### src/hw/rts_params.svh
// Register map, field positions, command codes and timing for the sequencer.
`ifndef RTS_PARAMS_SVH
`define RTS_PARAMS_SVH
`define RTS_A_MODE 8'h00
`define RTS_A_OPCTL 8'h01
`define RTS_A_TXLO 8'h0B
`define RTS_A_TXHI 8'h0C
`define RTS_A_IRQ 8'h0D
`define RTS_A_GSET 8'h0E
`define RTS_A_CMD 8'h0F
`define RTS_A_RXDISP 8'h17
`define RTS_A_FSTAT 8'h1A
`define RTS_A_FDATA 8'h1B
`define RTS_A_COLL 8'h1C
`define RTS_B_NFC 0
`define RTS_B_AGC 1
`define RTS_B_TXEN 3
`define RTS_B_RXEN 6
`define RTS_B_EN 7
`define RTS_I_OSC 0
`define RTS_I_TX 1
`define RTS_I_RX 2
`define RTS_I_WL 3
`define RTS_I_ERR 4
`define RTS_I_COL 5
`define RTS_C_DEFAULT 8'hC1
`define RTS_C_CLEAR 8'hC2
`define RTS_C_TX_CRC 8'hC4
`define RTS_C_TX_NOCRC 8'hC5
`define RTS_C_CLR_RSSI 8'hD0
`define RTS_C_SQUELCH 8'hD1
`define RTS_RST_BYTE 8'h00
`define RTS_CLK_NS 10
`define RTS_BYTE_NS 75520
`define RTS_BYTE_CYC ((`RTS_BYTE_NS + `RTS_CLK_NS - 1) / `RTS_CLK_NS)
`endif

### src/hw/rts_pkg.sv
// Types shared by the reader sequencer.
package rts_pkg;
  typedef enum logic [1:0] {
    RTS_IDLE = 2'b00,
    RTS_TX = 2'b01,
    RTS_RX = 2'b11
  } rts_state_t;
  typedef logic [7:0] rts_byte_t;
endpackage

### src/hw/rts_sequencer.sv
// Reader transmit/receive sequencer with status display and FIFO.
//
// The strobed register port is this design's own decision.
`include "rts_params.svh"
module rts_sequencer #(
  parameter int FIFO_DEPTH = 32,
  parameter int TX_WL = 8,
  parameter int RX_WL = 24,
  parameter int BYTE_CYC = `RTS_BYTE_CYC
) (
  // Clock, reset and freeze.
  input wire logic i_sys_clk,
  input wire logic i_reset_n,
  input wire logic i_clk_en,
  // Host register port.
  input wire logic [7:0] i_addr,
  input wire rts_pkg::rts_byte_t i_wr_data,
  input wire logic i_wr,
  input wire logic i_rd,
  output rts_pkg::rts_byte_t o_rd_data,
  output logic o_host_irq_line,
  // Pins and analog handshakes.
  input wire logic i_en_pin,
  input wire logic i_osc_ok,
  input wire logic i_target_det,
  output logic o_osc_run,
  output logic o_reg_en,
  // Transmit byte stream toward the modulator.
  output logic o_tx_valid,
  output rts_pkg::rts_byte_t o_tx_byte,
  output logic o_tx_crc,
  output logic o_tx_active,
  // Receive framing and measurement inputs; receive state, AGC and gain outputs.
  input wire logic i_rx_valid,
  input wire rts_pkg::rts_byte_t i_rx_byte,
  input wire logic i_rx_done,
  input wire logic i_rx_err,
  input wire logic i_rx_coll,
  input wire logic [7:0] i_coll_pos,
  input wire logic [3:0] i_rf_receive_input_one_lvl,
  input wire logic [2:0] i_agc_cut,
  output logic o_rx_active,
  output logic o_agc_run,
  output logic [2:0] o_gain_cut
);
  import rts_pkg::*;
  localparam int PW = $clog2(FIFO_DEPTH);

  // Pin inputs pass two flops; only the second stage is read.
  logic en_s1, en_s2, osc_s1, osc_s2, tgt_s1, tgt_s2;
  always_ff @(posedge i_sys_clk) begin
    if (!i_reset_n) begin
      {en_s1, en_s2, osc_s1, osc_s2, tgt_s1, tgt_s2} <= 6'h00;
    end else if (i_clk_en) begin
      {en_s1, osc_s1, tgt_s1} <= {i_en_pin, i_osc_ok, i_target_det};
      {en_s2, osc_s2, tgt_s2} <= {en_s1, osc_s1, tgt_s1};
    end
  end

  rts_state_t st_r, st_nxt;
  rts_byte_t mode_r, mode_nxt, opc_r, opc_nxt, txlo_r, txlo_nxt;
  rts_byte_t txhi_r, txhi_nxt, gset_r, gset_nxt, coll_r, coll_nxt;
  rts_byte_t rd_r, rd_nxt, txb_r, txb_nxt;
  logic [5:0] irq_r, irq_nxt, irq_set;
  logic [3:0] rssi_r, rssi_nxt;
  logic [2:0] sq_r, sq_nxt, agc_eff, gain;
  logic [15:0] rem_r, rem_nxt;
  logic [31:0] tick_r, tick_nxt;
  logic [PW:0] cnt_r, cnt_nxt;
  logic [PW-1:0] wp_r, wp_nxt, rp_r, rp_nxt;
  logic osc_d_r, txv_r, txv_nxt, crc_r, crc_nxt;
  logic ready, full, empty, push, pop, wr_fd, rd_fd, cmd, tick;
  rts_byte_t push_d, disp;
  rts_byte_t mem [FIFO_DEPTH];

  // Larger of two gain reduction codes; every source only adds loss.
  function automatic logic [2:0] gmax(input logic [2:0] a, input logic [2:0] b);
    gmax = (a > b) ? a : b;
  endfunction

  // Ready comes from the enable bit or the synchronised pin.
  assign ready = opc_r[`RTS_B_EN] | en_s2;
  assign o_osc_run = ready;
  assign o_reg_en = ready;
  assign full = (cnt_r == (PW + 1)'(FIFO_DEPTH));
  assign empty = (cnt_r == '0);
  assign wr_fd = i_wr && (i_addr == `RTS_A_FDATA);
  assign rd_fd = i_rd && (i_addr == `RTS_A_FDATA);
  assign cmd = i_wr && (i_addr == `RTS_A_CMD);
  assign tick = (tick_r == 32'(BYTE_CYC - 1));

  // AGC counts only while listening, so the display is quiet otherwise.
  assign agc_eff = (st_r == RTS_RX && mode_r[`RTS_B_AGC]) ? i_agc_cut : 3'h0;
  assign gain = gmax(gmax(agc_eff, gset_r[2:0]), sq_r);
  assign disp = {rssi_r, mode_r[`RTS_B_NFC] ? tgt_s2 : osc_s2, gain};

  // FIFO port selection; receive data wins over a stray host write.
  always_comb begin
    push = 1'b0;
    pop = 1'b0;
    push_d = i_wr_data;
    if (st_r == RTS_RX && i_rx_valid && !full) begin
      push = 1'b1;
      push_d = i_rx_byte;
    end else if (wr_fd && !full) begin
      push = 1'b1;
    end
    if (st_r == RTS_TX) begin
      pop = tick && (rem_r != 16'h0000) && !empty;
    end else begin
      pop = rd_fd && !empty;
    end
  end

  // Sequencer, registers and flags.
  always_comb begin
    st_nxt = st_r;
    mode_nxt = mode_r;
    opc_nxt = opc_r;
    txlo_nxt = txlo_r;
    txhi_nxt = txhi_r;
    gset_nxt = gset_r;
    coll_nxt = coll_r;
    rssi_nxt = rssi_r;
    sq_nxt = sq_r;
    rem_nxt = rem_r;
    crc_nxt = crc_r;
    txv_nxt = 1'b0;
    txb_nxt = txb_r;
    tick_nxt = 32'h0;
    irq_set = 6'h00;
    wp_nxt = push ? wp_r + PW'(1) : wp_r;
    rp_nxt = pop ? rp_r + PW'(1) : rp_r;
    cnt_nxt = cnt_r + (PW + 1)'(push) - (PW + 1)'(pop);
    if (i_wr) begin
      case (i_addr)
        `RTS_A_MODE: mode_nxt = i_wr_data;
        `RTS_A_OPCTL: opc_nxt = i_wr_data;
        `RTS_A_TXLO: txlo_nxt = i_wr_data;
        `RTS_A_TXHI: txhi_nxt = i_wr_data;
        `RTS_A_GSET: gset_nxt = i_wr_data;
        default: ;
      endcase
    end
    // Oscillator came up while ready.
    if (ready && osc_s2 && !osc_d_r) begin
      irq_set[`RTS_I_OSC] = 1'b1;
    end
    case (st_r)
      RTS_TX: begin
        tick_nxt = tick ? 32'h0 : tick_r + 32'h1;
        if (pop) begin
          txv_nxt = 1'b1;
          txb_nxt = mem[rp_r];
          rem_nxt = rem_r - 16'h1;
        end
        if (rem_r == 16'h0000) begin
          irq_set[`RTS_I_TX] = 1'b1;
          st_nxt = RTS_RX;
        end
        if (cnt_r >= (PW + 1)'(TX_WL) && cnt_nxt < (PW + 1)'(TX_WL)
            && rem_nxt > 16'(cnt_nxt)) begin
          irq_set[`RTS_I_WL] = 1'b1;
        end
      end
      RTS_RX: begin
        if (i_rf_receive_input_one_lvl > rssi_r) begin
          rssi_nxt = i_rf_receive_input_one_lvl;
        end
        if (cnt_r <= (PW + 1)'(RX_WL) && cnt_nxt > (PW + 1)'(RX_WL)) begin
          irq_set[`RTS_I_WL] = 1'b1;
        end
        if (i_rx_err) begin
          irq_set[`RTS_I_ERR] = 1'b1;
        end
        if (i_rx_coll) begin
          irq_set[`RTS_I_COL] = 1'b1;
          coll_nxt = i_coll_pos;
        end
        if (i_rx_done) begin
          irq_set[`RTS_I_RX] = 1'b1;
          st_nxt = RTS_IDLE;
        end
      end
      default: ;
    endcase
    // Flags clear on read, but a new event in that cycle still lands.
    irq_nxt = ((i_rd && i_addr == `RTS_A_IRQ) ? 6'h00 : irq_r) | irq_set;
    if (cmd) begin
      case (i_wr_data)
        `RTS_C_CLEAR: {wp_nxt, rp_nxt, cnt_nxt} = '0;
        `RTS_C_TX_CRC, `RTS_C_TX_NOCRC: begin
          // Transmit is ignored unless ready with both enables set.
          if (st_r == RTS_IDLE && ready && opc_r[`RTS_B_TXEN]
              && opc_r[`RTS_B_RXEN]) begin
            st_nxt = RTS_TX;
            rem_nxt = {txhi_r, txlo_r};
            crc_nxt = (i_wr_data == `RTS_C_TX_CRC);
            sq_nxt = 3'h0;
          end
        end
        `RTS_C_CLR_RSSI: rssi_nxt = 4'h0;
        `RTS_C_SQUELCH: sq_nxt = (sq_r == 3'h7) ? sq_r : sq_r + 3'h1;
        `RTS_C_DEFAULT: begin
          st_nxt = RTS_IDLE;
          {mode_nxt, opc_nxt, txlo_nxt, txhi_nxt, gset_nxt, coll_nxt} = {6{`RTS_RST_BYTE}};
          {rssi_nxt, sq_nxt, rem_nxt, irq_nxt} = '0;
          {wp_nxt, rp_nxt, cnt_nxt} = '0;
        end
        default: ;
      endcase
    end
    // Read data for the next cycle.
    case (i_addr)
      `RTS_A_MODE: rd_nxt = mode_r;
      `RTS_A_OPCTL: rd_nxt = opc_r;
      `RTS_A_TXLO: rd_nxt = txlo_r;
      `RTS_A_TXHI: rd_nxt = txhi_r;
      `RTS_A_IRQ: rd_nxt = {2'h0, irq_r};
      `RTS_A_GSET: rd_nxt = gset_r;
      `RTS_A_RXDISP: rd_nxt = disp;
      `RTS_A_FSTAT: rd_nxt = 8'(cnt_r);
      `RTS_A_FDATA: rd_nxt = empty ? 8'h00 : mem[rp_r];
      `RTS_A_COLL: rd_nxt = coll_r;
      default: rd_nxt = 8'h00;
    endcase
    if (!i_rd) begin
      rd_nxt = 8'h00;
    end
  end

  // State registers; all of them hold while the clock enable is low.
  always_ff @(posedge i_sys_clk) begin
    if (!i_reset_n) begin
      st_r <= RTS_IDLE;
      {mode_r, opc_r, txlo_r, txhi_r, gset_r, coll_r, rd_r, txb_r} <= {8{`RTS_RST_BYTE}};
      {irq_r, rssi_r, sq_r, rem_r, tick_r} <= '0;
      {cnt_r, wp_r, rp_r, osc_d_r, txv_r, crc_r} <= '0;
    end else if (i_clk_en) begin
      st_r <= st_nxt;
      mode_r <= mode_nxt;
      opc_r <= opc_nxt;
      txlo_r <= txlo_nxt;
      txhi_r <= txhi_nxt;
      gset_r <= gset_nxt;
      coll_r <= coll_nxt;
      rd_r <= rd_nxt;
      txb_r <= txb_nxt;
      irq_r <= irq_nxt;
      rssi_r <= rssi_nxt;
      sq_r <= sq_nxt;
      rem_r <= rem_nxt;
      tick_r <= tick_nxt;
      cnt_r <= cnt_nxt;
      wp_r <= wp_nxt;
      rp_r <= rp_nxt;
      osc_d_r <= osc_s2;
      txv_r <= txv_nxt;
      crc_r <= crc_nxt;
    end
  end

  // FIFO storage has no reset; the count guards stale entries.
  always_ff @(posedge i_sys_clk) begin
    if (i_clk_en && push) begin
      mem[wp_r] <= push_d;
    end
  end

  assign o_rd_data = rd_r;
  assign o_host_irq_line = |irq_r;
  assign o_tx_valid = txv_r;
  assign o_tx_byte = txb_r;
  assign o_tx_crc = crc_r;
  assign o_tx_active = (st_r == RTS_TX);
  assign o_rx_active = (st_r == RTS_RX);
  assign o_agc_run = (st_r == RTS_RX) && mode_r[`RTS_B_AGC];
  assign o_gain_cut = gain;
endmodule // rts_sequencer

### config.mk
export PLATFORM = sky130hd
export DESIGN_NAME = rts_sequencer
export DESIGN_NICKNAME = d
export VERILOG_FILES = /design/src/hw/rts_pkg.sv /design/src/hw/rts_sequencer.sv
export VERILOG_INCLUDE_DIRS = /design/src /design/src/hw
export SDC_FILE = /design/constraint.sdc
export NUM_CORES = 1
export LEC_CHECK = 0
export ABC_AREA = 1
export ABC_CLOCK_PERIOD_IN_PS = 4230
export BUFFER_PORTS_ARGS = -buffer_cell sky130_fd_sc_hd__buf_2
export CAP_MARGIN = 5
export CORE_UTILIZATION = 40
export DETAILED_ROUTE_END_ITERATION = 8
export PLACE_DENSITY = 0.59
export RECOVER_POWER = 50
export SKIP_LAST_GASP = 1
export SYNTH_ARGS = -nofsm -noshare
export SYNTH_HDL_FRONTEND = slang
export SYNTH_SLANG_ARGS = --single-unit
export TNS_END_PERCENT = 50
### constraint.sdc
create_clock -name i_sys_clk -period 4.23 [get_ports i_sys_clk]
set_input_delay 0.2115 -clock i_sys_clk [delete_from_list [all_inputs] [get_ports i_sys_clk]]
set_output_delay 0.2115 -clock i_sys_clk [all_outputs]
set_load 0.005 [all_outputs]
==> results.py <==
metrics = {
    "outcome": {
        "status": "complete, but fails checks",
        "violations": "max-capacitance violations, max-slew violations",
    },
    "synth": {
        "synth.top_cell.area_share_pct": 40.3,
        "async_flop_share_pct": 0,
        "ys_top_cells_by_area": "edfxtp_1 40%, dfxtp_1 16%, nor2_1 6.4%",
        "syn_inst": 2054,
        "ys_seq_area_share_pct": 56.7,
        "synth-edff-count": 256,
        "yosysTopAreaCell": "edfxtp_1",
        "ys_ff_latch": 413,
        "synth_area_um2": 19100,
        "synth_ff_type": "edfxtp_1",
        "ys_warn_count": 0,
        "syn_nets": 2143,
        "yosysUniqueCellTypes": 54,
        "syn_area_per_cell_um2": 9.30,
    },
    "min_path": {
        "min_path_type": "primary input to flip-flop",
    },
    "final_layout": {
        "fillCellCount": 4481,
        "fin_nets": 2248,
        "finish.utilization_pct": 47.0,
        "antenna_cells": 0,
        "area_growth_pct": 15.4,
        "design_area_um2": 22000,
        "drive_above_1_share_pct": 11.7,
        "instances_no_fill": 2797,
    },
    "flow_run": {
        "cap_viol_max_count": 1,
    },
    "place": {
        "dp_cells": 2698,
        "port_buffers": 77,
        "post_dp_cell_area_um2": 20300,
        "dp_hpwl_um": 38000,
        "gp_congestion": 0.908,
        "pre_cts_ws_ps": 109,
    },
    "floorplan": {
        "start_util_pct": 40.8,
        "ios": 78,
        "dieWidth_um": 221,
        "rows": 79,
        "die_y_um": 221,
        "dieArea_um2": 48600,
        "core_area_um2": 46900,
    },
    "global_routing": {
        "antenna_found_initial": 1,
        "grt_max_degree": 67,
        "grt_pass1_vias": 14600,
        "grt_overflow": 0,
        "grt_use_total_pct": 23.6,
        "grt_pass1_wl_um": 86900,
    },
    "routing": {
        "wl_per_cell_um": 20.4,
        "antenna_left": 0,
        "dr.pass1.iters": 5,
        "viasPerCell": 5.59,
        "drt_iter0_drc": 1320,
        "drc": 0,
        "wl_um": 57100,
        "route.vias.total": 15600,
    },
    "setup_path": {
        "crit_fanout": 3,
        "required_ps": 4660,
        "arrival_ps": 4430,
        "start_kind": "flip-flop",
        "critPathMostFrequentCell": "nand2_1",
        "slowest_delay_ps": 390,
        "path_class": "flip-flop to flip-flop",
        "endpoint_kind": "flip-flop",
        "cp_slowest_cell": "fa_2",
    },
    "power_and_ir_drop": {
        "peakVddDrop_mv": 0.331,
        "powerDensity_nw_per_um2": 382,
        "p_leak_uw": 0.00796,
    },
    "sta": {
        "setup_viol_count_final": 0,
        "whs_ps": 28.8,
        "finalCritPeriodShare_pct": 94.4,
        "hold_viol_final": 0,
        "skew_ps": 20.8,
        "tightest_slew_ps": 1560,
        "period_minus_slack_ps": 3990,
        "max_freq_ghz": 0.250,
        "rsz0062_at_grt": "true",
        "relSlewSlack_pct": -3.95,
        "setup_ws_ps": 237,
        "drv_slew": 31,
    },
    "cts": {
        "clkTransAtPathRegs_ps": 60,
        "cts.sinks": 413,
        "cts-buffers-inserted": 45,
        "root_buffer": "clkbuf_16",
        "clk_latency_ps": 590,
        "h-tree-depth": 2,
        "tritoncts": "done",
        "cts.path.max_buffers": 3,
    },
}
## Yosys cell counts, types with 10 or more instances
cell and instances:
o221ai_1 56, nand3_1 96, clkbuf_1 60, o211ai_1 30, buf_2 29, inv_1 197, nand4_1 19, o22ai_1 15
ha_1 37, o21ai_0 211, a31oi_1 24, nor2_1 325, edfxtp_1 256, xor2_1 22, a211oi_1 41, dfxtp_1 157
a221oi_1 10, a21oi_1 85, nand2_1 258, nor3_1 38
## sequential cells by signal (all words and copies together) (netlist names), 2 cells and up, named ones only
register / cells
txlo_r: 8
st_r: 2
rp_r: 5
rem_r: 16
opc_r: 8
wp_r: 5
mem: 256
gset_r: 8
o_tx_byte: 8
cnt_r: 6
tick_r: 32
rssi_r: 4
irq_r: 6
o_rd_data: 8
coll_r: 8
mode_r: 8
sq_r: 3
txhi_r: 8
## metal layers
metal / global-route usage, % / share of wire [%] / up-vias
met2: 36.0 / 45 / 506
met3: 4.19 / 6.5 / 88
met4: 7.33 / 2.5 / 2
met5: 0 / 0.023 / -
li1: - / - / 7434
met1: 33.9 / 46 / 7598
## placed cells by master (no fill, tap or decap), types with 19 or more instances in the layout
cell type,synthesis,routed
a21oi_1,85,75
nand2_1,258,258
nor2_1,325,325
clkbuf_16,0,45
nor3_1,38,35
xor2_1,22,22
buf_2,29,76
nand3_1,96,94
ha_1,37,32
inv_1,197,194
o21ai_0,211,209
edfxtp_1,256,256
o221ai_1,56,56
a211oi_1,41,41
o211ai_1,30,30
a31oi_1,24,24
dfxtp_1,157,152
nand4_1,19,19
dlygate4sd3_1,0,19
buf_4,6,57
## worst paths after layout
kind | start | endpoint | slack, ps | cells past startpoint
setup / recovery | rem_r[0] | irq_r[3] | 240 | 28
hold / removal | i_rf_receive_input_one_lvl[1] | rssi_r[1] | 30 | 3
setup reg to reg | rem_r[0] | irq_r[3] | 240 | 28
hold reg to reg | o_rd_data[2] | o_rd_data[2] | 470 | 2
## stage by stage
stage,TNS [ps],total power [uW]
global placement,0,4690
finish,0,8410
global route,-34.4,8640
detailed placement,0,4690
floorplan,0,4560
CTS,0,8460
## where the power goes
group | switching, uW | internal, uW
clock | 1630 | 2150
combinational | 226 | 104
sequential | 15.0 | 4280
## worst max-delay path, delay by kind of cell (launching register included)
family / cells / cell delay [ps]
XOR/XNOR: 1 / 240
flip-flops: 1 / 330
AND/OR/NAND/NOR: 14 / 1230
adder cells (fa/ha/maj): 5 / 1290
buffers and inverters: 3 / 170
AO/OA/AOI/OAI: 5 / 590
## cell type report
cell class | instances | area [um^2] | area share [%]
flip-flops and latches | 413 | 10800 | 49.2
multi-input cells | 1339 | 7210 | 32.7
clock buffers | 67 | 1280 | 5.80
repair buffers | 156 | 1060 | 4.82
inverters | 204 | 767 | 3.48
well taps | 607 | 759 | 3.45
clock inverters | 11 | 118 | 0.534
## cells by family (layout without fill, tap and decap cells)
kind of cell               count (synthesis)  in the layout  synth area share [%]
xor gates and xnor gates                  23             23                  1.05
DFF                                      413            413                  56.7
adders and majority gates                 38             38                  2.53
buffers and inverters                    302            438                  6.32
and+or+nand+nor                          769            769                  16.9
muxes                                      2              2                 0.105
AOI/OAI and AO/OA                        507            507                  16.4
## repair_timing
action	in CTS	in global routing
resized for setup	0	26
setup endpoints to repair	0	4
setup buffers	0	2
endpoints found under the hold margin	24	0
hold buffers	19	0
(Power assumes the default switching activity.)
